===== config.mk =====
export PLATFORM = sky130hd
export DESIGN_NAME = free_running_timer_capture
export DESIGN_NICKNAME = d
export VERILOG_FILES = /design/src/core/frt_pkg.sv /design/src/core/free_running_timer_capture.sv
export SDC_FILE = /design/constraint.sdc
export NUM_CORES = 1
export LEC_CHECK = 0
export CAP_MARGIN = 10
export CORE_ASPECT_RATIO = 0.75
export CORE_MARGIN = 10
export CORE_UTILIZATION = 57
export CTS_CLUSTER_SIZE = 28
export DETAILED_ROUTE_END_ITERATION = 7
export DONT_BUFFER_PORTS = 1
export PLACE_DENSITY = 0.86
export SLEW_MARGIN = 20
export SYNTH_ARGS = -nofsm -noshare
export SYNTH_HDL_FRONTEND = slang
export SYNTH_SLANG_ARGS = --single-unit

===== constraint.sdc =====
create_clock -name pclk -period 2.5 [get_ports pclk]
set_clock_uncertainty 0.1 [all_clocks]
set_input_delay 0.375 -clock pclk [delete_from_list [all_inputs] [get_ports pclk]]
set_output_delay 0.375 -clock pclk [all_outputs]
set_load 0.02 [all_outputs]

===== src/core/frt_pkg.sv =====
// Register map, field positions and constants of the free-running timer
package frt_pkg;

  // Register indices (byte offsets on the device bus); APB address = 4 * index
  localparam logic [7:0] IDX_TIMER_CONTROL   = 8'h12;
  localparam logic [7:0] IDX_TIMER_STATUS    = 8'h13;
  localparam logic [7:0] IDX_CAPTURE_HIGH    = 8'h14;
  localparam logic [7:0] IDX_CAPTURE_LOW     = 8'h15;
  localparam logic [7:0] IDX_ALT_COUNT_HIGH  = 8'h1A;
  localparam logic [7:0] IDX_ALT_COUNT_LOW   = 8'h1B;
  localparam logic [7:0] IDX_COUNT_HIGH      = 8'h18;
  localparam logic [7:0] IDX_COUNT_LOW       = 8'h19;
  localparam logic [7:0] IDX_ANALOG_CONTROL  = 8'h1D;
  localparam int         ADDR_LSB            = 2;

  // timer_control fields
  localparam int CTL_CAPTURE_IRQ_EN   = 7;
  localparam int CTL_OVERFLOW_IRQ_EN  = 5;
  localparam int CTL_EDGE_SELECT      = 1;
  // timer_status fields
  localparam int STS_CAPTURE_FLAG     = 7;
  localparam int STS_OVERFLOW_FLAG    = 5;
  // analog_control field
  localparam int ACTL_SOURCE_SELECT   = 0;

  localparam logic [15:0] COUNT_RESET   = 16'hFFFC;
  localparam logic [15:0] COUNT_ALL_ONE = 16'hFFFF;
  localparam logic [1:0]  PRESCALE_LAST = 2'h3;

  // Oscillator startup delay before counting begins
  localparam int STARTUP_CYCLES = 4064;

endpackage : frt_pkg


===== src/core/free_running_timer_capture.sv =====
// Free-running 16-bit timer with latched count views and input capture, APB slave
`timescale 1ns/1ps
`default_nettype none

// Operation
// - Counter advances once per four bus clocks via fixed prescaler.
// - Reset loads FFFC; counting begins after startup delay.
// - Count high/low bytes are read-only; writes ignored.
// - High-byte read freezes low byte until low byte read; no refreeze.
// - Overflow flag sets when counter wraps FFFF to 0000.
// - Timer irq while overflow flag and overflow enable both set.
// - Overflow flag clears only on count-low read after status read.
// - Count reads never disturb counter sequence.
// - Alternate view: read-only, no effect on flag, irq or counter.
// - Alternate view has own low-byte latch, frozen by its high read.
// - Capture source is pin or comparator-2 flag, by select bit.
// - Active edge on source copies counter into capture pair.
// - Edge-select bit chooses triggering transition.
// - Reset leaves capture pair unchanged.
// - Captured value equals preceding count plus one.
// - Capture high read blocks captures until capture low read.
// - Capture flag clears on capture-low read after status read.
// - Capture pair always holds most recent capture value.
// - Edge select one is rising, zero falling; reset keeps it.
// - Capture flag sets on selected edge; reset keeps it.
// - Capture irq only while capture enable set; reset clears enable.
module free_running_timer_capture
  import frt_pkg::*;
#(
  parameter int STARTUP_DELAY = STARTUP_CYCLES
) (
  // Clock and reset
  input  wire logic        pclk,
  input  wire logic        presetn,
  // APB slave
  input  wire logic        psel,
  input  wire logic        penable,
  input  wire logic        pwrite,
  input  wire logic [11:0] paddr,
  input  wire logic [31:0] pwdata,
  input  wire logic [3:0]  pstrb,
  output logic      [31:0] prdata,
  output logic             pready,
  output logic             pslverr,
  // Capture sources
  input  wire logic        capture_pin,
  input  wire logic        comparator_two_flag,
  // Interrupt request
  output logic             timer_irq
);

  // ----------------------------------------------------------------------
  // Bus decode
  // ----------------------------------------------------------------------
  logic [9:0] idx;
  logic       acc;
  logic       rd;
  logic       wr;
  logic       hit_ctl;
  logic       hit_sts;
  logic       hit_cnth;
  logic       hit_cntl;
  logic       hit_alth;
  logic       hit_altl;
  logic       hit_caph;
  logic       hit_capl;
  logic       hit_actl;
  logic       mapped;

  assign idx      = paddr[11:ADDR_LSB];
  assign acc      = psel & penable & ~pready;
  assign rd       = acc & ~pwrite;
  assign wr       = acc & pwrite & pstrb[0];
  assign hit_ctl  = (idx == {2'h0, IDX_TIMER_CONTROL});
  assign hit_sts  = (idx == {2'h0, IDX_TIMER_STATUS});
  assign hit_cnth = (idx == {2'h0, IDX_COUNT_HIGH});
  assign hit_cntl = (idx == {2'h0, IDX_COUNT_LOW});
  assign hit_alth = (idx == {2'h0, IDX_ALT_COUNT_HIGH});
  assign hit_altl = (idx == {2'h0, IDX_ALT_COUNT_LOW});
  assign hit_caph = (idx == {2'h0, IDX_CAPTURE_HIGH});
  assign hit_capl = (idx == {2'h0, IDX_CAPTURE_LOW});
  assign hit_actl = (idx == {2'h0, IDX_ANALOG_CONTROL});
  assign mapped   = hit_ctl | hit_sts | hit_cnth | hit_cntl | hit_alth
                  | hit_altl | hit_caph | hit_capl | hit_actl;

  // ----------------------------------------------------------------------
  // Startup delay and prescaler
  // ----------------------------------------------------------------------
  logic [12:0] start_q;
  logic        running;
  logic [1:0]  pre_q;
  logic        tick;

  assign running = (start_q == 13'(STARTUP_DELAY));
  assign tick    = running & (pre_q == PRESCALE_LAST);

  always_ff @(posedge pclk or negedge presetn) begin
    if (!presetn) begin
      start_q <= '0;
    end else if (!running) begin
      start_q <= start_q + 13'h1;
    end
  end

  always_ff @(posedge pclk or negedge presetn) begin
    if (!presetn) begin
      pre_q <= '0;
    end else if (running) begin
      pre_q <= pre_q + 2'h1;
    end
  end

  // ----------------------------------------------------------------------
  // Free-running counter
  // ----------------------------------------------------------------------
  logic [15:0] count_q;
  logic        wrap;

  assign wrap = tick & (count_q == COUNT_ALL_ONE);

  // Bus reads never touch this register
  always_ff @(posedge pclk or negedge presetn) begin
    if (!presetn) begin
      count_q <= COUNT_RESET;
    end else if (tick) begin
      count_q <= count_q + 16'h1;
    end
  end

  // ----------------------------------------------------------------------
  // Low-byte latches for both count views
  // ----------------------------------------------------------------------
  logic       frz_q;
  logic [7:0] frz_byte_q;
  logic       afrz_q;
  logic [7:0] afrz_byte_q;
  logic [7:0] cnt_low;
  logic [7:0] alt_low;

  assign cnt_low = frz_q  ? frz_byte_q  : count_q[7:0];
  assign alt_low = afrz_q ? afrz_byte_q : count_q[7:0];

  always_ff @(posedge pclk or negedge presetn) begin
    if (!presetn) begin
      frz_q  <= 1'b0;
      afrz_q <= 1'b0;
    end else begin
      if (rd && hit_cntl) begin
        frz_q <= 1'b0;
      end else if (rd && hit_cnth) begin
        frz_q <= 1'b1;
      end
      if (rd && hit_altl) begin
        afrz_q <= 1'b0;
      end else if (rd && hit_alth) begin
        afrz_q <= 1'b1;
      end
    end
  end

  // Only the first high read loads the latch
  always_ff @(posedge pclk or negedge presetn) begin
    if (!presetn) begin
      frz_byte_q  <= '0;
      afrz_byte_q <= '0;
    end else begin
      if (rd && hit_cnth && !frz_q) begin
        frz_byte_q <= count_q[7:0];
      end
      if (rd && hit_alth && !afrz_q) begin
        afrz_byte_q <= count_q[7:0];
      end
    end
  end

  // ----------------------------------------------------------------------
  // Control registers
  // ----------------------------------------------------------------------
  logic ovf_ie_q;
  logic cap_ie_q;
  logic edge_q;
  logic src_q;

  always_ff @(posedge pclk or negedge presetn) begin
    if (!presetn) begin
      ovf_ie_q <= 1'b0;
      cap_ie_q <= 1'b0;
      src_q    <= 1'b0;
    end else begin
      if (wr && hit_ctl) begin
        ovf_ie_q <= pwdata[CTL_OVERFLOW_IRQ_EN];
        cap_ie_q <= pwdata[CTL_CAPTURE_IRQ_EN];
      end
      if (wr && hit_actl) begin
        src_q <= pwdata[ACTL_SOURCE_SELECT];
      end
    end
  end

  // No reset: edge select survives reset
  always_ff @(posedge pclk) begin
    if (wr && hit_ctl) begin
      edge_q <= pwdata[CTL_EDGE_SELECT];
    end
  end

  // ----------------------------------------------------------------------
  // Capture source synchroniser and edge detect
  // ----------------------------------------------------------------------
  logic [1:0] pin_sync_q;
  logic [1:0] cmp_sync_q;
  logic       src_prev_q;
  logic       src_now;
  logic       edge_hit;
  logic       cap_block_q;
  logic       cap_event;
  logic [1:0] prime_q;
  logic       sync_ok;

  assign src_now  = src_q ? cmp_sync_q[1] : pin_sync_q[1];
  assign edge_hit = edge_q ? (src_now & ~src_prev_q)
                           : (~src_now & src_prev_q);
  assign sync_ok   = &prime_q;
  assign cap_event = edge_hit & sync_ok & ~cap_block_q;

  always_ff @(posedge pclk or negedge presetn) begin
    if (!presetn) begin
      pin_sync_q <= '0;
      cmp_sync_q <= '0;
      src_prev_q <= 1'b0;
    end else begin
      pin_sync_q <= {pin_sync_q[0], capture_pin};
      cmp_sync_q <= {cmp_sync_q[0], comparator_two_flag};
      src_prev_q <= src_now;
    end
  end

  // Edges wait until pipe and previous sample hold real levels:
  // a line idling high after reset, or a source switch, never fakes a capture
  always_ff @(posedge pclk or negedge presetn) begin
    if (!presetn) begin
      prime_q <= '0;
    end else if (wr && hit_actl) begin
      prime_q <= '0;
    end else if (!sync_ok) begin
      prime_q <= prime_q + 2'h1;
    end
  end

  // ----------------------------------------------------------------------
  // Count history matching the synchroniser depth
  // ----------------------------------------------------------------------
  logic [15:0] hist1_q;
  logic [15:0] hist2_q;

  // One stage per sync flop: at detection hist2_q is the count that stood
  // while the line moved, so a tick inside the sync delay is not counted
  always_ff @(posedge pclk or negedge presetn) begin
    if (!presetn) begin
      hist1_q <= COUNT_RESET;
      hist2_q <= COUNT_RESET;
    end else begin
      hist1_q <= count_q;
      hist2_q <= hist1_q;
    end
  end

  // ----------------------------------------------------------------------
  // Capture pair; no reset so contents survive it
  // ----------------------------------------------------------------------
  logic [15:0] cap_q;

  // Stored value is one past the count that preceded the transition
  always_ff @(posedge pclk) begin
    if (cap_event) begin
      cap_q <= hist2_q + 16'h1;
    end
  end

  always_ff @(posedge pclk or negedge presetn) begin
    if (!presetn) begin
      cap_block_q <= 1'b0;
    end else if (rd && hit_capl) begin
      cap_block_q <= 1'b0;
    end else if (rd && hit_caph) begin
      cap_block_q <= 1'b1;
    end
  end

  // ----------------------------------------------------------------------
  // Status flags; no reset, arm on status read
  // ----------------------------------------------------------------------
  logic ovf_q;
  logic capf_q;
  logic ovf_arm_q;
  logic cap_arm_q;
  logic ovf_clr;
  logic cap_clr;

  assign ovf_clr = rd & hit_cntl & ovf_arm_q;
  assign cap_clr = rd & hit_capl & cap_arm_q;

  // Set beats clear in the same cycle
  always_ff @(posedge pclk) begin
    ovf_q  <= wrap | (ovf_q & ~ovf_clr);
    capf_q <= cap_event | (capf_q & ~cap_clr);
  end

  always_ff @(posedge pclk or negedge presetn) begin
    if (!presetn) begin
      ovf_arm_q <= 1'b0;
      cap_arm_q <= 1'b0;
    end else if (rd && hit_sts) begin
      ovf_arm_q <= ovf_q;
      cap_arm_q <= capf_q;
    end else begin
      if (ovf_clr) begin
        ovf_arm_q <= 1'b0;
      end
      if (cap_clr) begin
        cap_arm_q <= 1'b0;
      end
    end
  end

  // ----------------------------------------------------------------------
  // Read mux and APB answer
  // ----------------------------------------------------------------------
  logic [7:0] ctl_rd;
  logic [7:0] sts_rd;
  logic [7:0] rd_byte;

  always_comb begin
    ctl_rd = '0;
    ctl_rd[CTL_OVERFLOW_IRQ_EN] = ovf_ie_q;
    ctl_rd[CTL_CAPTURE_IRQ_EN]  = cap_ie_q;
    ctl_rd[CTL_EDGE_SELECT]     = edge_q;
    sts_rd = '0;
    sts_rd[STS_OVERFLOW_FLAG]   = ovf_q;
    sts_rd[STS_CAPTURE_FLAG]    = capf_q;
  end

  // Count, alt and capture bytes have no write path
  assign rd_byte = hit_ctl  ? ctl_rd
                 : hit_sts  ? sts_rd
                 : hit_cnth ? count_q[15:8]
                 : hit_cntl ? cnt_low
                 : hit_alth ? count_q[15:8]
                 : hit_altl ? alt_low
                 : hit_caph ? cap_q[15:8]
                 : hit_capl ? cap_q[7:0]
                 : hit_actl ? {7'h0, src_q}
                 : 8'h00;

  always_ff @(posedge pclk or negedge presetn) begin
    if (!presetn) begin
      pready    <= 1'b0;
      pslverr   <= 1'b0;
      prdata    <= '0;
      timer_irq <= 1'b0;
    end else begin
      pready    <= acc;
      pslverr   <= acc & ~mapped;
      prdata    <= rd ? {24'h0, rd_byte} : 32'h0;
      timer_irq <= (ovf_q & ovf_ie_q) | (capf_q & cap_ie_q);
    end
  end

endmodule : free_running_timer_capture
`default_nettype wire


======== Word-level counts from Yosys, hierarchy flattened ========
Cells that the tools add are included.
storage, ports and cells
  bits in registers ....................... 124
  bits in latches ......................... 0
  RAM bits ................................ 0
  memory bits (read-only) ................. 0
  bits of input ports ..................... 55
  output and inout port bits .............. 35
  logic and storage cells ................. 129
  memories ................................ 0
operators by class
  add/sub/neg operators ................... 5
  multiply operators ...................... 0
  divide/modulo/power cells ............... 0
  magnitude comparators ................... 0
  eq/ne operators ......................... 13
  shifts and indexed selects .............. 0
  multiplexer cells ....................... 26
  bitwise operators ....................... 39
  reductions and logical operators ........ 19
operators with widths
  kind                   count
  $eq 10x5->1 const B    9
  $mux 8                 11
  $add 16x1->16 const B  2
  $and 1x1->1            20
  $eq 16x16->1 const B   1
  $add 13x1->13 const B  1
  $eq 13x12->1 const B   1
  $mux 1                 13
  $logic_and 1x1->1      11
  $or 1x1->1             11
  $reduce_bool 2->1      5
  $not 1->1              8
  $add 2x1->2 const B    2
  $mux 2                 2
  $eq 2x2->1 const B     1
  $logic_not 1->1        2
  $ne 2x1->1 const B     1
  $reduce_and 2->1       1

======== Logic depth before layout (Yosys ltp) ========
  depth after elaboration ................. 11
  mapped depth ............................ 8
  gate-level depth less buffers ........... 7

======== Worst setup path before layout ========
OpenSTA, ideal clock, no wires.
  path type ............................... reg2reg
  start ................................... register src_q
  end ..................................... register cap_q[0], enable pin
  library setup time ...................... 0.415 ns
  arrival time ............................ 2.008 ns
  required time ........................... 1.985 ns
  path slack .............................. -0.023 ns
  stages on the path, launching flop included .. 4
  buffers on the path ..................... 0
  period minus slack after synthesis ...... 2.523 ns
  cells stage by stage .................... dfrtp_1 > mux2i_1 > a22oi_1 > nor3b_1
on the way
  longest elaborated chain between the ends .. 6
  elaborated cells between the ends (all ways) .. 7
  those cells by class .................... 2 x mux; 5 x bitwise
RTL lines
  what                          line                               text
  start, declared               free_running_timer_capture.sv:182  logic src_q;
  start signal, assigned        free_running_timer_capture.sv:195  src_q <= pwdata[ACTL_SOURCE_SELECT];
  $mux 1 (*)                    free_running_timer_capture.sv:220  assign src_now = src_q ? cmp_sync_q[1] : pin_sync_q[1];
  $not 1->1                     free_running_timer_capture.sv:222  : (~src_now & src_prev_q);
  $and 1x1->1                   free_running_timer_capture.sv:222
  $mux 1 (*)                    free_running_timer_capture.sv:221  assign edge_hit = edge_q ? (src_now & ~src_prev_q)
  $and 1x1->1 (*) (2 in a row)  free_running_timer_capture.sv:224  assign cap_event = edge_hit & sync_ok & ~cap_block_q;
  via cap_event                 free_running_timer_capture.sv:216  logic cap_event;
  end signal, assigned          free_running_timer_capture.sv:276  cap_q <= hist2_q + 16'h1;
  end, declared                 free_running_timer_capture.sv:271  logic [15:0] cap_q;
The timed path passes the listed nets; every way through them passes the cells marked *.
A chain may end at the register's enable or synchronous reset.

======== Worst setup path after layout ========
  start ................................... register start_q[1]
  end ..................................... register count_q[15]
on the way
  longest elaborated chain between the ends .. 2
RTL lines
  what                    line                               text
  start, declared         free_running_timer_capture.sv:89   logic [12:0] start_q;
  start signal, assigned  free_running_timer_capture.sv:101  start_q <= start_q + 13'h1;
  $eq 13x12->1            free_running_timer_capture.sv:94   assign running = (start_q == 13'(STARTUP_DELAY));
  $and 1x1->1             free_running_timer_capture.sv:95   assign tick = running & (pre_q == PRESCALE_LAST);
  end signal, assigned    free_running_timer_capture.sv:126  count_q <= count_q + 16'h1;
  end, declared           free_running_timer_capture.sv:116  logic [15:0] count_q;
Every way passes these cells.

==> qor.yml <==
run_status:
  outcome: "complete, but fails checks"
  violations: "negative hold slack"
global_routing:
  grt_max_degree: 106
  grt_overflow: 0
  grt_pass1_vias: 3741
  grt_first_pass_wirelength_um: 20400
  antenna_found_initial: 0
  grtUsageTotal_pct: 18.04
power:
  p_int_mw: 3.865
  combPwrFrac_pct: 4.4
  p_sw_mw: 1.009
  ir_drop_mv: 0.5002
  p_leak_nw: 2.789
  switching_share_pct: 20.70
  finalPower_mw: 4.874
  clkPwrFrac_pct: 52.0
  p_per_area_nw_per_um2: 751.1
  seqPwrFrac_pct: 43.7
sta:
  hold_violations: 105
  relSlewSlack_pct: 51.12
  worst_pin_slew_ps: 730.5
  hold_ws_ps: -444.3
  rsz0062_at_grt: "false"
  fin_crit_sh_pct: 93.77
  final.setup.tns_ps: 0
  max_freq_mhz: 426.6
  post-route-min-period_ps: 2344
  setup_viol: 0
  slew_violations: 0
finish:
  fin_nets: 552
  fillers: 712
  final_cell_mix: "63 x dfrtp_1, 42 x dfstp_2, 27 x nand2_1"
  antennaDiodeCount: 0
  drive_gt1_share_pct: 24.01
  design_area_um2: 6490
  syn_to_final_growth_pct: 12.71
  final_common_cell: "dfrtp_1"
floorplanning:
  core_area_um2: 9774
  rows: 31
  die_area_um2: 14560
  start_util_pct: 58.91
  die-width_um: 136.1
  die_h_um: 107.0
  io_pins: 90
clocking:
  cts_sinks: 124
  cts_buffer_depth: 2
  postCtsHoldBufs: 4
  post_cts_buffers: 0
  root_buffer: "clkbuf_16"
  cts_made_buffers: 17
  clk_latency_ps: 420
  clkTransAtPathRegs_ps: 50
  htreeDepth: 4
  cts_tree: "done"
placement:
  portBuffers: 0
  placed_cell_area_um2: 5816
  dp_hpwl_um: 8863
  place_congestion: 0.9038
route:
  drtIter0Drc: 415
  first_pass_iters: 5
  drc: 0
  drt-total-wl_um: 12840
  ant_nets: 0
  wl_per_cell_um: 20.18
  vias: 3791
  via_per_inst: 5.961
synth:
  ys_warn_count: 0
  syn-cell-area_um2: 5758
  synth.avg_cell_area_um2: 12.00
  async_reset_ff_share_pct: 84.68
  synth_edf_count: 17
  ys_ff_latch: 124
  synth.yosys.seq_area_share_pct: 56.11
  ys.flop_type: "dfrtp_1"
  synth_cell_types: 61
  synth_cells: 480
worst_setup_path:
  crit_arrival_ps: 2580
  endpoint_kind: "register"
  critPathLaunchType: "register"
  critPathKind: "reg2reg"
  worstPathRequired_ps: 2740
  crit_path_max_fanout: 10
hold_path:
  hold_class: "in2async"
run:
  maxCapViolCount: 0
==> registers in the layout, summed over array words and instances (netlist names), 8 cells and up <==
name and cells:
cap_q 16, prdata 8, hist1_q 16, count_q 16, frz_byte_q 8, afrz_byte_q 8, hist2_q 16, start_q 13
==> what timing repair did <==
action | in CTS | in global routing
endpoints found under the hold margin | 110 | 105
endpoints found under the setup margin | 0 | 2
gates resized for setup | 0 | 2
==> power groups by stage <==
stage	Combinational (mW)	Sequential, mW	Clock (mW)
after floorplan	0.208	2.15	0
after global routing	0.234	2.13	2.65
final	0.212	2.13	2.53
after CTS	0.208	2.13	2.55
after global placement	0.191	2.16	0
after detailed placement	0.200	2.16	0
==> logic make-up (layout without fill, tap and decap cells) <==
group	Yosys count	in the layout	synth area share, %
AOI/OAI and AO/OA	64	64	7.497
xor gates and xnor gates	42	42	6.388
adders and majority gates	6	6	1.304
buffers and inverters	55	56	5.497
DFF	124	124	56.11
muxes	43	43	8.235
other	1	24	0.06513
and+or+nand+nor	145	145	14.91
==> cell usage after synthesis, drive strengths merged, types with 2 or more instances <==
cell type	instances	share of area, %
o22ai	7	0.76
nor3b	3	0.48
mux2i	17	3.0
nor3	15	1.5
or3	4	0.43
dfxtp	2	0.70
nand3	17	1.7
o32a	2	0.35
dfrtp	63	27
and2	2	0.22
dfstp	42	19
nand2	27	1.8
nor4	4	0.96
a22o	3	0.46
edfxtp	17	8.9
nor2	26	2.0
or2	3	0.33
or4b	2	0.35
and3	12	1.3
o31ai	2	0.26
clkbuf	14	0.91
a221oi	4	0.61
a211oi	4	0.52
a31oi	8	0.87
a21o	4	0.52
inv	12	0.78
buf	29	3.8
mux2	26	5.3
nand4	12	1.4
xor2	17	2.6
o21ai	10	0.87
a21oi	12	1.0
nor2b	7	0.76
a22oi	2	0.26
and4	2	0.30
xnor2	25	3.8
nand2b	4	0.43
ha	6	1.3
==> layout make-up <==
type | instances | area, µm² | area share (%)
timing repair buffer | 12 | 112.6 | 1.735
tap | 132 | 165.2 | 2.545
inverter | 12 | 45.04 | 0.6940
multi-input combinational | 324 | 2315 | 35.67
clock buffer | 27 | 544.3 | 8.386
sequential | 124 | 3231 | 49.78
clock inverter | 5 | 77.57 | 1.195
==> metrics by stage <==
stage	worst slack [ps]	utilization (%)	std cells
after floorplan	243.9	-	503
after global placement	127.9	59.50	600
after detailed placement	56.71	59.50	600
after CTS	88.93	66.27	636
after global routing	23.99	66.40	636
final	155.8	66.40	636
==> layer usage <==
layer | share of wire, % | vias up | track usage (%) | wire length, µm
li1 | - | 1695 | - | -
met1 | 44 | 1891 | 24.41 | 5645
met2 | 45 | 181 | 26.66 | 5827
met3 | 9.1 | 24 | 6.297 | 1162
met4 | 1.6 | 0 | 5.615 | 199
met5 | 0 | - | 0 | 0
==> critical path, stage by stage (launching register included) <==
cell	delay [ps]
dfrtp_1	430
inv_1	80
ha_1	130
or4b_1	460
nor3_1	240
nand4_2	310
nor4_2	350
xor2_1	180
==> final timing paths <==
kind / start / to / slack, ps / cells past startpoint
min in group pclk: pwdata[5] / ovf_ie_q$_DFFE_PN0P_ / 10 / 1
hold / removal: presetn / start_q[3]$_DFFE_PN0N_ / -440 / 0
hold reg to reg: cmp_sync_q[0]$_DFF_PN0_ / cmp_sync_q[1]$_DFF_PN0_ / 250 / 0
setup / recovery: start_q[1]$_DFFE_PN0N_ / count_q[15]$_DFFE_PN1P_ / 160 / 7
max in group asynchronous: presetn / hist2_q[10]$_DFF_PN1_ / 2480 / 0
setup reg to reg: start_q[1]$_DFFE_PN0N_ / count_q[15]$_DFFE_PN1P_ / 160 / 7
Note: power is estimated with default switching activity, not from simulation.
